**src/common/lpd_pkg.sv**
```systemverilog
// Package with offsets, resets and carrier types of the link parameter bank.
// Contract
// - Samples field bits 4:0 hold samples minus one, reset 0x1, one or two.
// - Density bit 7 reads one for high density, resets one, read-only.
// - Control words field bits 4:0 and bits 6:5 read zero.
// - Lane status bit per lane reads one on deskew achieved, resets zero.
// - Lane status bit 6 reports lane 6 initial synchronization state.
// - Checksum register is eight-bit read/write for lane 0, resets zero.
`default_nettype none
package lpd_pkg;

    localparam int          ADDR_W            = 12;
    localparam int          NUM_LANES         = 8;

    localparam logic [11:0] OFS_SAMPLES_VER   = 12'h459;
    localparam logic [11:0] OFS_DENSITY_CW    = 12'h45A;
    localparam logic [11:0] OFS_SPARE_ONE     = 12'h45B;
    localparam logic [11:0] OFS_SPARE_TWO     = 12'h45C;
    localparam logic [11:0] OFS_CONFIG_SUM    = 12'h45D;
    localparam logic [11:0] OFS_LANE_STATUS   = 12'h46C;

    localparam logic [4:0]  RST_SAMPLES_M1    = 5'h01;
    localparam logic [2:0]  RST_VERSION       = 3'h0;
    localparam logic        RST_HIGH_DENSITY  = 1'h1;
    localparam logic [7:0]  RST_SPARE         = 8'h00;
    localparam logic [7:0]  RST_CONFIG_SUM    = 8'h00;
    localparam logic [7:0]  RST_LANE_STATUS   = 8'h00;

    localparam int          VERSION_LSB       = 5;
    localparam int          DENSITY_BIT       = 7;
    localparam int          LANE6_SYNC_BIT    = 6;

    typedef struct packed {
        logic [ADDR_W-1:0] addr;
        logic              wr;
        logic              rd;
        logic [7:0]        wdata;
    } lpd_req_type;

    typedef struct packed {
        logic [2:0] interface_version_field;
        logic [7:0] spare_field_one;
        logic [7:0] spare_field_two;
        logic [7:0] lane_zero_config_sum;
    } lpd_cfg_type;

endpackage : lpd_pkg
`default_nettype wire

```
**src/core/lpd_sync2.sv**
```systemverilog
// Two-flop synchroniser, one per bit, for status levels from the lanes.
`timescale 1ns/10ps
`default_nettype none
module lpd_sync2 #(
    parameter int WIDTH = 8
) (
    input  wire logic             mclk,
    input  wire logic             rst,
    input  wire logic [WIDTH-1:0] async_in,
    output var  logic [WIDTH-1:0] sync_out
);

    logic [WIDTH-1:0] stage_one;

    genvar i;
    generate
        for (i = 0; i < WIDTH; i++) begin : g_bit
            always_ff @(posedge mclk or posedge rst) begin
                if (rst) begin
                    stage_one[i] <= 1'b0;
                    sync_out[i]  <= 1'b0;
                end else begin
                    stage_one[i] <= async_in[i];
                    sync_out[i]  <= stage_one[i];
                end
            end
        end
    endgenerate

endmodule : lpd_sync2
`default_nettype wire

```
**src/core/lpd_regs.sv**
```systemverilog
// Link parameter and lane deskew status register bank.
`timescale 1ns/10ps
`default_nettype none
module lpd_regs #(
    parameter logic [4:0] SAMPLES_MINUS1 = lpd_pkg::RST_SAMPLES_M1,
    parameter int         NUM_LANES      = lpd_pkg::NUM_LANES
) (
    input  wire logic                 mclk,
    input  wire logic                 rst,
    input  wire lpd_pkg::lpd_req_type req,
    output var  logic [7:0]           rdata,
    output var  logic                 rvalid,
    input  wire logic [NUM_LANES-1:0] lane_status_in,
    input  wire logic                 skip_alignment_sequence,
    output var  logic                 lane_status_valid,
    output var  lpd_pkg::lpd_cfg_type cfg
);

    // Lane status levels come from the lane logic in another timing region.
    logic [NUM_LANES-1:0] lane_status;

    lpd_sync2 #(
        .WIDTH    (NUM_LANES)
    ) u_sync (
        .mclk     (mclk),
        .rst      (rst),
        .async_in (lane_status_in),
        .sync_out (lane_status)
    );

    // Address decode.
    wire logic hit_samples;
    wire logic hit_density;
    wire logic hit_spare_one;
    wire logic hit_spare_two;
    wire logic hit_sum;
    wire logic hit_status;

    assign hit_samples   = (req.addr == lpd_pkg::OFS_SAMPLES_VER);
    assign hit_density   = (req.addr == lpd_pkg::OFS_DENSITY_CW);
    assign hit_spare_one = (req.addr == lpd_pkg::OFS_SPARE_ONE);
    assign hit_spare_two = (req.addr == lpd_pkg::OFS_SPARE_TWO);
    assign hit_sum       = (req.addr == lpd_pkg::OFS_CONFIG_SUM);
    assign hit_status    = (req.addr == lpd_pkg::OFS_LANE_STATUS);

    // Read-only images of the fixed fields.
    wire logic [7:0] samples_img;
    wire logic [7:0] density_img;
    wire logic [7:0] status_img;

    // The version bits are stored; the samples bits are fixed.
    assign samples_img = {cfg.interface_version_field, SAMPLES_MINUS1};
    // High density reported, control words and reserved bits zero.
    assign density_img = {lpd_pkg::RST_HIGH_DENSITY, 7'h00};
    // Bit n is lane n deskew; bit 6 carries lane 6 synchronisation.
    assign status_img  = 8'(lane_status);

    wire logic [7:0] next_rdata;

    assign next_rdata = hit_samples   ? samples_img :
                        hit_density   ? density_img :
                        hit_spare_one ? cfg.spare_field_one :
                        hit_spare_two ? cfg.spare_field_two :
                        hit_sum       ? cfg.lane_zero_config_sum :
                        hit_status    ? status_img :
                        8'h00;

    // Status bits carry meaning only while the alignment sequence runs.
    assign lane_status_valid = ~skip_alignment_sequence;

    // Writable fields. Only stored bits take write data.
    always_ff @(posedge mclk or posedge rst) begin
        if (rst) begin
            cfg.interface_version_field <= lpd_pkg::RST_VERSION;
            cfg.spare_field_one         <= lpd_pkg::RST_SPARE;
            cfg.spare_field_two         <= lpd_pkg::RST_SPARE;
            cfg.lane_zero_config_sum    <= lpd_pkg::RST_CONFIG_SUM;
        end else if (req.wr) begin
            if (hit_samples) begin
                cfg.interface_version_field <=
                    req.wdata[7:lpd_pkg::VERSION_LSB];
            end
            if (hit_spare_one) begin
                cfg.spare_field_one <= req.wdata;
            end
            if (hit_spare_two) begin
                cfg.spare_field_two <= req.wdata;
            end
            if (hit_sum) begin
                cfg.lane_zero_config_sum <= req.wdata;
            end
        end
    end

    // Read data is registered; answer one cycle after the read strobe.
    always_ff @(posedge mclk or posedge rst) begin
        if (rst) begin
            rdata  <= 8'h00;
            rvalid <= 1'b0;
        end else begin
            rvalid <= req.rd;
            if (req.rd) begin
                rdata <= next_rdata;
            end
        end
    end

    property p_samples_field;
        @(posedge mclk) disable iff (rst)
        (req.rd && hit_samples) |=> (rdata[4:0] == SAMPLES_MINUS1);
    endproperty
    a_samples_field: assert property (p_samples_field)
        else $error("samples field read wrong");

    property p_samples_range;
        @(posedge mclk) disable iff (rst)
        SAMPLES_MINUS1 <= 5'h01;
    endproperty
    a_samples_range: assert property (p_samples_range)
        else $error("samples setting not one or two");

    property p_density_read;
        @(posedge mclk) disable iff (rst)
        (req.rd && hit_density) |=> (rdata == 8'h80);
    endproperty
    a_density_read: assert property (p_density_read)
        else $error("density register read wrong");

    property p_status_read;
        @(posedge mclk) disable iff (rst)
        (req.rd && hit_status) |=>
            (rdata[NUM_LANES-1:0] == $past(lane_status) && rvalid);
    endproperty
    a_status_read: assert property (p_status_read)
        else $error("lane status read wrong");

    property p_lane6_sync;
        @(posedge mclk) disable iff (rst)
        (req.rd && hit_status && lane_status[lpd_pkg::LANE6_SYNC_BIT])
            |=> rdata[lpd_pkg::LANE6_SYNC_BIT];
    endproperty
    a_lane6_sync: assert property (p_lane6_sync)
        else $error("lane 6 sync bit lost");

    property p_sum_write;
        @(posedge mclk) disable iff (rst)
        (req.wr && hit_sum) |=>
            (cfg.lane_zero_config_sum == $past(req.wdata));
    endproperty
    a_sum_write: assert property (p_sum_write)
        else $error("checksum write not stored");

    property p_sum_hold;
        @(posedge mclk) disable iff (rst)
        !(req.wr && hit_sum) |=> $stable(cfg.lane_zero_config_sum);
    endproperty
    a_sum_hold: assert property (p_sum_hold)
        else $error("checksum changed without write");

    property p_ro_ignored;
        @(posedge mclk) disable iff (rst)
        (req.wr && (hit_density || hit_status)) |=> $stable(cfg);
    endproperty
    a_ro_ignored: assert property (p_ro_ignored)
        else $error("read-only write changed state");

    property p_spare_write;
        @(posedge mclk) disable iff (rst)
        (req.wr && hit_spare_two) |=>
            (cfg.spare_field_two == $past(req.wdata));
    endproperty
    a_spare_write: assert property (p_spare_write)
        else $error("spare field two not stored");

    property p_spare_one_write;
        @(posedge mclk) disable iff (rst)
        (req.wr && hit_spare_one) |=>
            (cfg.spare_field_one == $past(req.wdata));
    endproperty
    a_spare_one_write: assert property (p_spare_one_write)
        else $error("spare field one not stored");

    property p_spare_hold;
        @(posedge mclk) disable iff (rst)
        !(req.wr && (hit_spare_one || hit_spare_two)) |=>
            ($stable(cfg.spare_field_one) && $stable(cfg.spare_field_two));
    endproperty
    a_spare_hold: assert property (p_spare_hold)
        else $error("spare field changed without write");

    property p_version_write;
        @(posedge mclk) disable iff (rst)
        (req.wr && hit_samples) |=>
            (cfg.interface_version_field == $past(req.wdata[7:5]));
    endproperty
    a_version_write: assert property (p_version_write)
        else $error("interface version not stored");

    property p_version_hold;
        @(posedge mclk) disable iff (rst)
        !(req.wr && hit_samples) |=> $stable(cfg.interface_version_field);
    endproperty
    a_version_hold: assert property (p_version_hold)
        else $error("interface version changed without write");

    property p_cw_zero;
        @(posedge mclk) disable iff (rst)
        (req.rd && hit_density) |=> (rdata[6:0] == 7'h00);
    endproperty
    a_cw_zero: assert property (p_cw_zero)
        else $error("control words or reserved bits not zero");

    property p_density_bit;
        @(posedge mclk) disable iff (rst)
        (req.rd && hit_density) |=> rdata[lpd_pkg::DENSITY_BIT];
    endproperty
    a_density_bit: assert property (p_density_bit)
        else $error("high density bit clear");

    property p_read_answer;
        @(posedge mclk) disable iff (rst)
        req.rd |=> rvalid;
    endproperty
    a_read_answer: assert property (p_read_answer)
        else $error("read not answered in one cycle");

    property p_read_quiet;
        @(posedge mclk) disable iff (rst)
        !req.rd |=> !rvalid;
    endproperty
    a_read_quiet: assert property (p_read_quiet)
        else $error("read answer without read strobe");

endmodule : lpd_regs
`default_nettype wire

```
**config.mk**
```make
export PLATFORM = sky130hd
export DESIGN_NAME = lpd_regs
export DESIGN_NICKNAME = d
export VERILOG_FILES = /design/src/common/lpd_pkg.sv /design/src/core/lpd_sync2.sv /design/src/core/lpd_regs.sv
export SDC_FILE = /design/constraint.sdc
export NUM_CORES = 1
export LEC_CHECK = 0
export BUFFER_PORTS_ARGS = -buffer_cell sky130_fd_sc_hd__buf_4
export CORE_ASPECT_RATIO = 2
export CORE_UTILIZATION = 45
export DETAILED_ROUTE_END_ITERATION = 10
export PLACE_DENSITY = 0.84
export SETUP_SLACK_MARGIN = 0.1
export SLEW_MARGIN = 0
export SYNTH_ARGS = -nofsm -noshare
export SYNTH_HDL_FRONTEND = slang
export SYNTH_SLANG_ARGS = --single-unit
```
**constraint.sdc**
```tcl
create_clock -name mclk -period 1.81 [get_ports mclk]
set_input_delay 0.4525 -clock mclk [delete_from_list [all_inputs] [get_ports mclk]]
set_output_delay 0.4525 -clock mclk [all_outputs]
set_load 0.01 [all_outputs]
```
# Word level (Yosys, flattened, before mapping)
# Cells that the tools add are included.
# word_totals
reg_bits	52
input_bits	33
# op_classes
n_eq_ne	6
n_mux	6
n_bitwise	1
n_reduce_logical	4
# ops
operator	count
$eq 12x11->1 const B	6
$mux 8	6
$reduce_and 2->1	4
$not 1->1	1

# Longest topological paths before layout
# Gate-level depths: netlist of run 1.
# depth
depth_word	7
depth_mapped	7

# Cells and area by module
# Synthesis of run 1 repeated with hierarchy kept, for this count alone.
# unflattened
hier_cells	153
hier_area_um2	2164.6
# modules_own_cells
module	n_inst	cells_per_inst	area_per_inst_um2	seq_area_each_um2
lpd_regs	1	136	1760.4	900.9
lpd_sync2	1	17	404.1	400.4

# Worst setup path before layout of run 1
# Ideal clock, no wire load.
# synth_path
kind	input-to-reg
start	in req[11] (netlist name)
end	reg cfg[0] (netlist name)
setup_time_ps	125
arrival_time_ps	1676
t_required_ps	1685
path_slack_ps	10
stages	7
path_cell_list	buf_4 -> nor2b_1 -> and3_1 -> clkbuf_2 -> and3_1 -> buf_4 -> mux2_2
# synth_between
elab_chain_cells	2
# synth_rtl
item	line	text
from (decl)	lpd_regs.sv:10	input wire lpd_pkg::lpd_req_type req,
$eq 12x11->1	lpd_regs.sv:43	assign hit_sum = (req.addr == lpd_pkg::OFS_CONFIG_SUM);
$reduce_and 2->1 (no source line)	--	
to (decl)	lpd_regs.sv:16	output var lpd_pkg::lpd_cfg_type cfg
# No other way between the ends.
# A chain may end at the register's enable or synchronous reset.

# Worst setup path in the final report of run 1
# layout_path
start	in req[21] (netlist name)
end	reg cfg[24] (netlist name)
# layout_between
elab_chain_cells	2
# layout_rtl
item	line	text
$eq 12x11->1	lpd_regs.sv:39	assign hit_samples = (req.addr == lpd_pkg::OFS_SAMPLES_VER);
$reduce_and 2->1 (no source line)	--	
# No other way between the ends.

==> run summary, run 1 <==
The final period demand of the worst path was 1.599 ns; the number of buffers created by CTS was 5. The global-route wire length before repair is 8183 µm, and the final count of hold timing violations is 0. The total track usage is 0.2256, and the data arrival time of the critical path is 1.79 ns. Summed over all nets, the half-perimeter wirelength after detailed placement is 3973 µm. CTS saw 52 sinks. The tools report the maximum level of the CTS H-tree as 2. The share of power burned in combinational logic was 0.085; the die footprint was 5011 µm². The finished cells cover 2924 µm².

After floorplanning, the core was divided into 35 placement rows. The fraction of layout cells with a size suffix above 1 was 0.5356; the detailed-route vias per instance was 5.415. The setup skew after layout is 0.009093 ns, and the final RePlAce weighted congestion is 0.8889. During placement, the flow inserted port buffers numbering 69. The setup path with the least slack is of type in -> reg. In this run the horizontal extent of the chip is 50.56 µm. The number of standard cells after synthesis is 155, and the fraction of the yosys area taken by sequential cells is 0.6132. The critical path starts at req[21]. The run gives 0 as the number of routed nets with antenna violations. After clock tree synthesis, the repair step resized 0 gates. The tools report the maximum number of pins on one net before global-route repair as 39. The floorplan step set the die height to 99.12 µm.

The leakage power of the design is 1.466 nW, and the area overhead of the layout relative to synthesis is 37.79%. Each instance of the synthesized netlist takes up on average 13.69 µm². The number of library cell types mapped by synthesis is 34, and the smallest setup slack after layout is 0.2110 ns.

The proportion of power drawn by the clock network was 0.321; the number of I/O pins was 70. The run gives 0 as the count of warnings emitted by yosys. The endpoint of the most critical register-to-register path is rdata[5]. The run gives 463.0 µW as the net switching power figure.

After global routing the overflow that remains totals 0. The setup TNS came out at 0 ns. The worst register-to-register path begins at cfg[21].

The number of iterations in the first detailed-routing pass was 5; the depth of the worst register-to-register path was 5. Setup repair after global routing left no endpoint under its margin. Clock tree synthesis selected as its root buffer the cell clkbuf_8.

The tools report the endpoint type of the worst setup path as a flip-flop. Area of the mapped netlist: 2122 µm². The total power per unit cell area is 688.7 nW/µm², and the register-to-register path setup slack is 0.47 ns.

Effective utilization at floorplan: 0.4659. The logs give 0 for the setup fix buffers added after clock tree synthesis and 0 for the initial antenna violation count. The repair_antennas step left the layout with diodes totalling 0.

Before CTS, the worst setup slack after placement is -0.1237 ns. The number of nets handed over by synthesis was 188. The internal power of the cells totals 1.551 mW. The achievable clock frequency is 0.6254 GHz, and the number of vias in the routed layout is 1592. The run gives 0.6982 mV as the largest vdd supply drop.

The type of origin of the critical path is a primary input. The share of total power consumed by net switching came out at 0.2299. After clock tree synthesis, the flow added hold-fix buffers numbering 0. After the last flow step, the layout net total stands at 271. The largest fanout of any net on the critical path came out at 3. TritonCTS built the clock tree. Summing all placed instances gives a cell area of 2839 µm². The final critical-path share of the clock period works out to 0.8834.

At the pin with the least slew margin, the transition time is 0.3414 ns. The tools report the number of global-route vias before repair as 1746. The core area was 4554 µm².

The tool flagged a number of max-cap violations equal to 0. In the final routed layout, each cell accounts on average for 17.27 µm. For the number of max-slew violations in the final report, the log shows 0.

The top cell types in the final layout, fill and taps aside, are buf_4 (81), dfrtp_1 (52), mux2_2 (22). The run finished with clean final reports. Summed over all layers, the routed wires come to 5077 µm.

Clock transition at the registers of the reported paths: 0.09 ns. For this block, the initial DRC count from the detailed router was 41. Final hold analysis gives a worst-case slack of 0.1091 ns. The proportion of power drawn by flip-flops and latches was 0.594; the number of buffers on the longest clock path was 2. The tightest min-delay check is of the in -> async type. The headroom to the max-slew limit is 0.7719, and the total of flip-flops plus latches after synthesis is 52. The logs give 2.00 ns for the worst path required time and 0 for the setup-violating endpoint count in the final report. The tools report the remaining design rule violation count as 0. The leading cell type in the layout, fill and taps excluded was buf_4. For the worst-skew pair, the clock arrives at the later sink with an insertion delay of 0.31 ns.
per-stage QoR:
step | utilization | std cells | power (mW)
CTS | 0.6420 | 294 | 2.026
floorplan | - | 155 | 1.281
global placement | 0.6234 | 286 | 1.387
global route | 0.6420 | 294 | 2.096
detailed placement | 0.6234 | 286 | 1.393
finish | 0.6420 | 294 | 2.014
critical path: stages:
cell and delay, ns:
buf_4 0.10, and4bb_2 0.33, nand3_4 0.09, nor3_4 0.21, and3b_2 0.26, mux2_2 0.35
sequential cells by signal, indices dropped and copies added, names as in the netlist:
signal            flops
cfg                  27
rdata                 8
rvalid                1
u_sync.stage_one      8
u_sync.sync_out       8
layout make-up:
class                      instances  area, µm²
fill                             373       1630
sequential                        52       1301
multi-input combinational         92      818.3
timing repair buffer              82      628.1
clock buffer                       7      76.32
tap                               55      68.82
inverter                           5      22.52
clock inverter                     1      8.758
routing by layer:
| metal | track usage | wire, µm | vias up |
|---|---|---|---|
| met5 | 0 | 0 | - |
| met4 | 0.1560 | 204 | 0 |
| met3 | 0.04128 | 195 | 18 |
| met2 | 0.3887 | 2849 | 60 |
| met1 | 0.2402 | 1826 | 780 |
| li1 | - | - | 734 |
worst max-delay path by stage:
stage / endpoint / slack, ns
after CTS: cfg[24] / 0.20
after global placement: cfg[24] / -0.09
final: cfg[24] / 0.21
after global routing: cfg[24] / 0.15
after floorplan: cfg[24] / 0.04
after detailed placement: cfg[24] / -0.12
power by group through the flow:
stage	clock network (mW)	logic, mW	registers, mW
2_1_floorplan	0	0.0595	1.22
3_3_place_gp	0	0.169	1.22
3_5_place_dp	0	0.172	1.22
4_1_cts	0.657	0.172	1.20
5_1_grt	0.709	0.187	1.20
6_report	0.647	0.170	1.20
kinds of logic after synthesis:
kind of cell	share of synthesized area
buffers and inverters	0.02712
AO/OA/AOI/OAI	0.09434
multiplexers	0.1586
flip-flops	0.6132
AND/OR/NAND/NOR	0.1067
synthesized netlist by cell type (all sizes together):
cell	n	area [µm²]
or3	1	6.260
inv	5	18.77
mux2	29	326.6
o2bb2ai	1	8.760
and3b	2	17.52
o221a	1	11.26
and3	3	18.77
nand2	3	11.26
buf	3	26.27
a31oi	1	6.260
a22oi	2	15.01
a221oi	1	8.760
a21oi	2	10.01
a32oi	1	8.760
nor2	12	45.04
nor3b	1	18.77
nand3	5	30.03
nand3b	2	15.01
dfrtp	52	1301
o21ai	5	25.02
a22o	2	17.52
a221o	4	40.04
o22a	1	8.760
mux2i	1	10.01
clkbuf	3	12.51
nor2b	2	12.51
and4b	1	10.01
nor3	1	10.01
a222oi	4	40.04
and4bb	1	12.51
and2	3	18.77
No activity file was read; power rests on OpenSTA's default activity.
==> run 2, diff against run 1 <==
--- a/config.mk
+++ b/config.mk
@@ -7,8 +7,10 @@
 export LEC_CHECK = 0
 export BUFFER_PORTS_ARGS = -buffer_cell sky130_fd_sc_hd__buf_4
 export CORE_ASPECT_RATIO = 2
+export CORE_MARGIN = 3
 export CORE_UTILIZATION = 45
 export DETAILED_ROUTE_END_ITERATION = 10
+export MAX_ROUTING_LAYER = met4
 export PLACE_DENSITY = 0.84
 export SETUP_SLACK_MARGIN = 0.1
 export SLEW_MARGIN = 0
==> constraint.sdc (replaced) <==
create_clock -name mclk -period 1.81 [get_ports mclk]
set_input_delay 0.4525 -clock mclk [delete_from_list [all_inputs] [get_ports mclk]]
set_output_delay 0.4525 -clock mclk [all_outputs]
set_load 0.1 [all_outputs]
==> run 2 against run 1 <==
Compared with the run above: die area is 12% higher; sequential share of layout area is 0.42 points lower; non-clock buffer count is 3 higher; largest power group unchanged; global-route usage is 0.26 points lower; cell area is 0.94% higher; first-iteration DRC count is 15% higher; hold slack better by 0.058 ns; sequential power hardly changed; clock power hardly changed; combinational power is 42% higher; sequential cell count stayed put.
==> run summary, run 2 (synthesis gave the netlist of run 1 again) <==
The proportion of power drawn by flip-flops and latches came out at 0.574 (was 0.594). Launch point of the worst reg-to-reg path: cfg[24] (was cfg[21]). The tools report the endpoint of the most critical register-to-register path as rdata[5] (unchanged). For the placed instance count, the log shows 288 (was 286). The final critical-path share of the clock period was 0.9134 (was 0.8834); the maximum number of pins on one net before global-route repair was 32 (was 39).

The run gives 34 (was 35) as the number of placement rows. Setup repair after global routing left no endpoint under its margin. The setup skew after layout was 0.002482 ns (was 0.009093 ns); the depth of the worst register-to-register path was 5 (unchanged). The share of total power consumed by net switching came out at 0.2551 (was 0.2299).

The number of DRC markers after the initial detailed-route iteration was 47 (was 41); the fraction of layout cells with a size suffix above 1 was 0.5496 (was 0.5356). The average wire per standard cell came out at 18.42 µm (was 17.27 µm). The y dimension of the die is 103.1 µm (was 99.12 µm), and the slew at the pin closest to its max-slew limit is 0.4696 ns (was 0.3414 ns). The run gives 0.30 ns (was 0.31 ns) as the clock latency on the worst-skew pair. The number of iterations in the first detailed-routing pass came out at 5 (unchanged). The setup TNS was 0 ns (unchanged).

The area overhead of the layout relative to synthesis is 39.09% (was 37.79%), and the share of the core filled with cells in the final layout is 0.6608 (was 0.6420). The maximum level of the CTS H-tree was 2 (unchanged); the largest vdd supply drop was 0.7197 mV (was 0.6982 mV). The run gives 4467 µm² (was 4554 µm²) as the core area. The detailed-placement wirelength estimate was 4264 µm (was 3973 µm).

For the achievable clock frequency, the log shows 0.6048 GHz (was 0.6254 GHz). The total power per unit cell area came out at 707.1 nW/µm² (was 688.7 nW/µm²). The critical setup path kind is in -> reg (unchanged). The logs give 0.54 ns (was 0.47 ns) for the register-to-register path setup slack and 1.84 ns (was 1.79 ns) for the data arrival time of the critical path.

Number of global-route vias before repair: 1738 (was 1746). The run gives 5 (unchanged) as the number of buffers created by CTS. TritonCTS built the clock tree.

Headroom to the max-slew limit: 0.6863 (was 0.7719). Critical path endpoint: cfg[17] (was cfg[24]). The number of routed nets with antenna violations came out at 0 (unchanged). The logs give 0 (unchanged) for the overflow left after global routing and 0.2229 (was 0.2256) for the total track usage. The number of port buffers was 69 (unchanged); the number of buffers on the longest clock path was 2 (unchanged). The worst hold slack across all endpoints is 0.1668 ns (was 0.1091 ns), and the flip-flop count of the largest register after layout is 27 (unchanged). The leading cell type in the layout, fill and taps excluded is buf_4 (unchanged).

The setup-violating endpoint count in the final report is 0 (unchanged). The tools report the global-route wire length before repair as 8459 µm (was 8183 µm). The setup fix buffers added after clock tree synthesis is 0 (unchanged). Most frequent cells in the layout: buf_4 (84), dfrtp_1 (52), mux2_2 (22) (was buf_4 (81), dfrtp_1 (52), mux2_2 (22)). Type of origin of the critical path: a primary input (unchanged). The number of vias in the routed layout was 1630 (was 1592); the total internal power was 1.555 mW (was 1.551 mW). The tools report the number of clock sinks as 52 (unchanged).

Detailed-route vias per instance: 5.507 (was 5.415). The clock transition at the registers of the reported paths came out at 0.09 ns (about the same). The top register by number of flip-flops was cfg (unchanged). The path type of the worst min-delay path is in -> async (unchanged).

For the number of I/O pins, the log shows 70 (unchanged). The run finished with clean final reports. The tools report the proportion of power drawn by the clock network as 0.310 (was 0.321). The tools report the worst setup path startpoint as req[21] (unchanged). The endpoint type of the worst setup path was a flip-flop (unchanged). The effective utilization at floorplan came out at 0.4751 (was 0.4659). The run gives 0 (unchanged) as the total of max-cap violations. The total of cells resized after clock tree synthesis is 0 (unchanged), and the number of hold-repair buffers added at the cts stage is 0 (unchanged). Final count of hold timing violations: 0 (unchanged).

The number of diodes added for antenna fixing came out at 0 (unchanged). The die footprint was 5625 µm² (was 5011 µm²); the leakage power of the design was 1.487 nW (was 1.466 nW). The final RePlAce weighted congestion was 0.9422 (was 0.8889); the remaining design rule violation count was 0 (unchanged).

The root buffer cell is clkbuf_8 (unchanged). The final routed wirelength across all metal layers is 5452 µm (was 5077 µm), and the final period demand of the worst path is 1.653 ns (was 1.599 ns). For the number of max-slew violations in the final report, the log shows 0 (unchanged). The die width was 54.56 µm (was 50.56 µm); the setup slack after placement was -0.1722 ns (was -0.1237 ns).

The largest fanout of any net on the critical path was 8 (was 3); the smallest setup slack after layout was 0.1567 ns (was 0.2110 ns). The logs give 296 (was 294) for the count of placed standard cells in the final layout, fillers left out and 0.116 (was 0.085) for the share of power burned in combinational logic. Initial antenna violation count: 0 (unchanged).

Final net count: 274 (was 271). The net switching power figure was 532.4 µW (was 463.0 µW). The run gives 2.00 ns (about the same) as the worst path required time.
==> run 2: layer usage <==
metal	up-vias	GRT usage	share of wire
met5	-	-	0
met4	0	0.1190	0.030
met3	13	0.03763	0.059
met2	71	0.3703	0.56
met1	807	0.2449	0.35
li1	739	-	-
==> run 2: power by group through the flow <==
stage,Combinational (mW),Clock [mW],Sequential (mW)
after floorplan,0.0676,0,1.28
after global placement,0.240,0,1.22
after detailed placement,0.243,0,1.22
after CTS,0.244,0.671,1.20
after global routing,0.257,0.717,1.20
final,0.241,0.648,1.20
==> run 2: worst min path at each step <==
stage,start,cells past startpoint,slack [ns],to
floorplan,u_sync.stage_one[0],0,0.33,u_sync.sync_out[0]
global placement,u_sync.stage_one[6],0,0.33,u_sync.sync_out[6]
detailed placement,u_sync.stage_one[0],0,0.33,u_sync.sync_out[0]
CTS,rst,2,0.17,u_sync.stage_one[0]
global route,rst,2,0.17,u_sync.sync_out[1]
finish,rst,2,0.17,u_sync.sync_out[4]
==> run 2: through the flow <==
stage,cell area [µm²],total power [mW]
floorplan,2188,1.347
global placement,2860,1.460
detailed placement,2860,1.465
CTS,2952,2.113
global route,2952,2.175
finish,2952,2.087
==> run 2: layout make-up <==
cell class                      count  area [µm²]
Fill cell                         349        1515
Sequential cell                    52        1301
Multi-Input combinational cell     92       818.3
Timing Repair Buffer               85       650.6
Clock buffer                        5       68.82
Tap cell                           54       67.56
Clock inverter                      3       22.52
Inverter                            5       22.52
==> run 2: worst max-delay path, cell delays in order <==
cell and delay, ns:
buf_4 0.11, and4bb_2 0.34, nand3_4 0.09, nor3_4 0.24, nand3_2 0.26, mux2_2 0.36
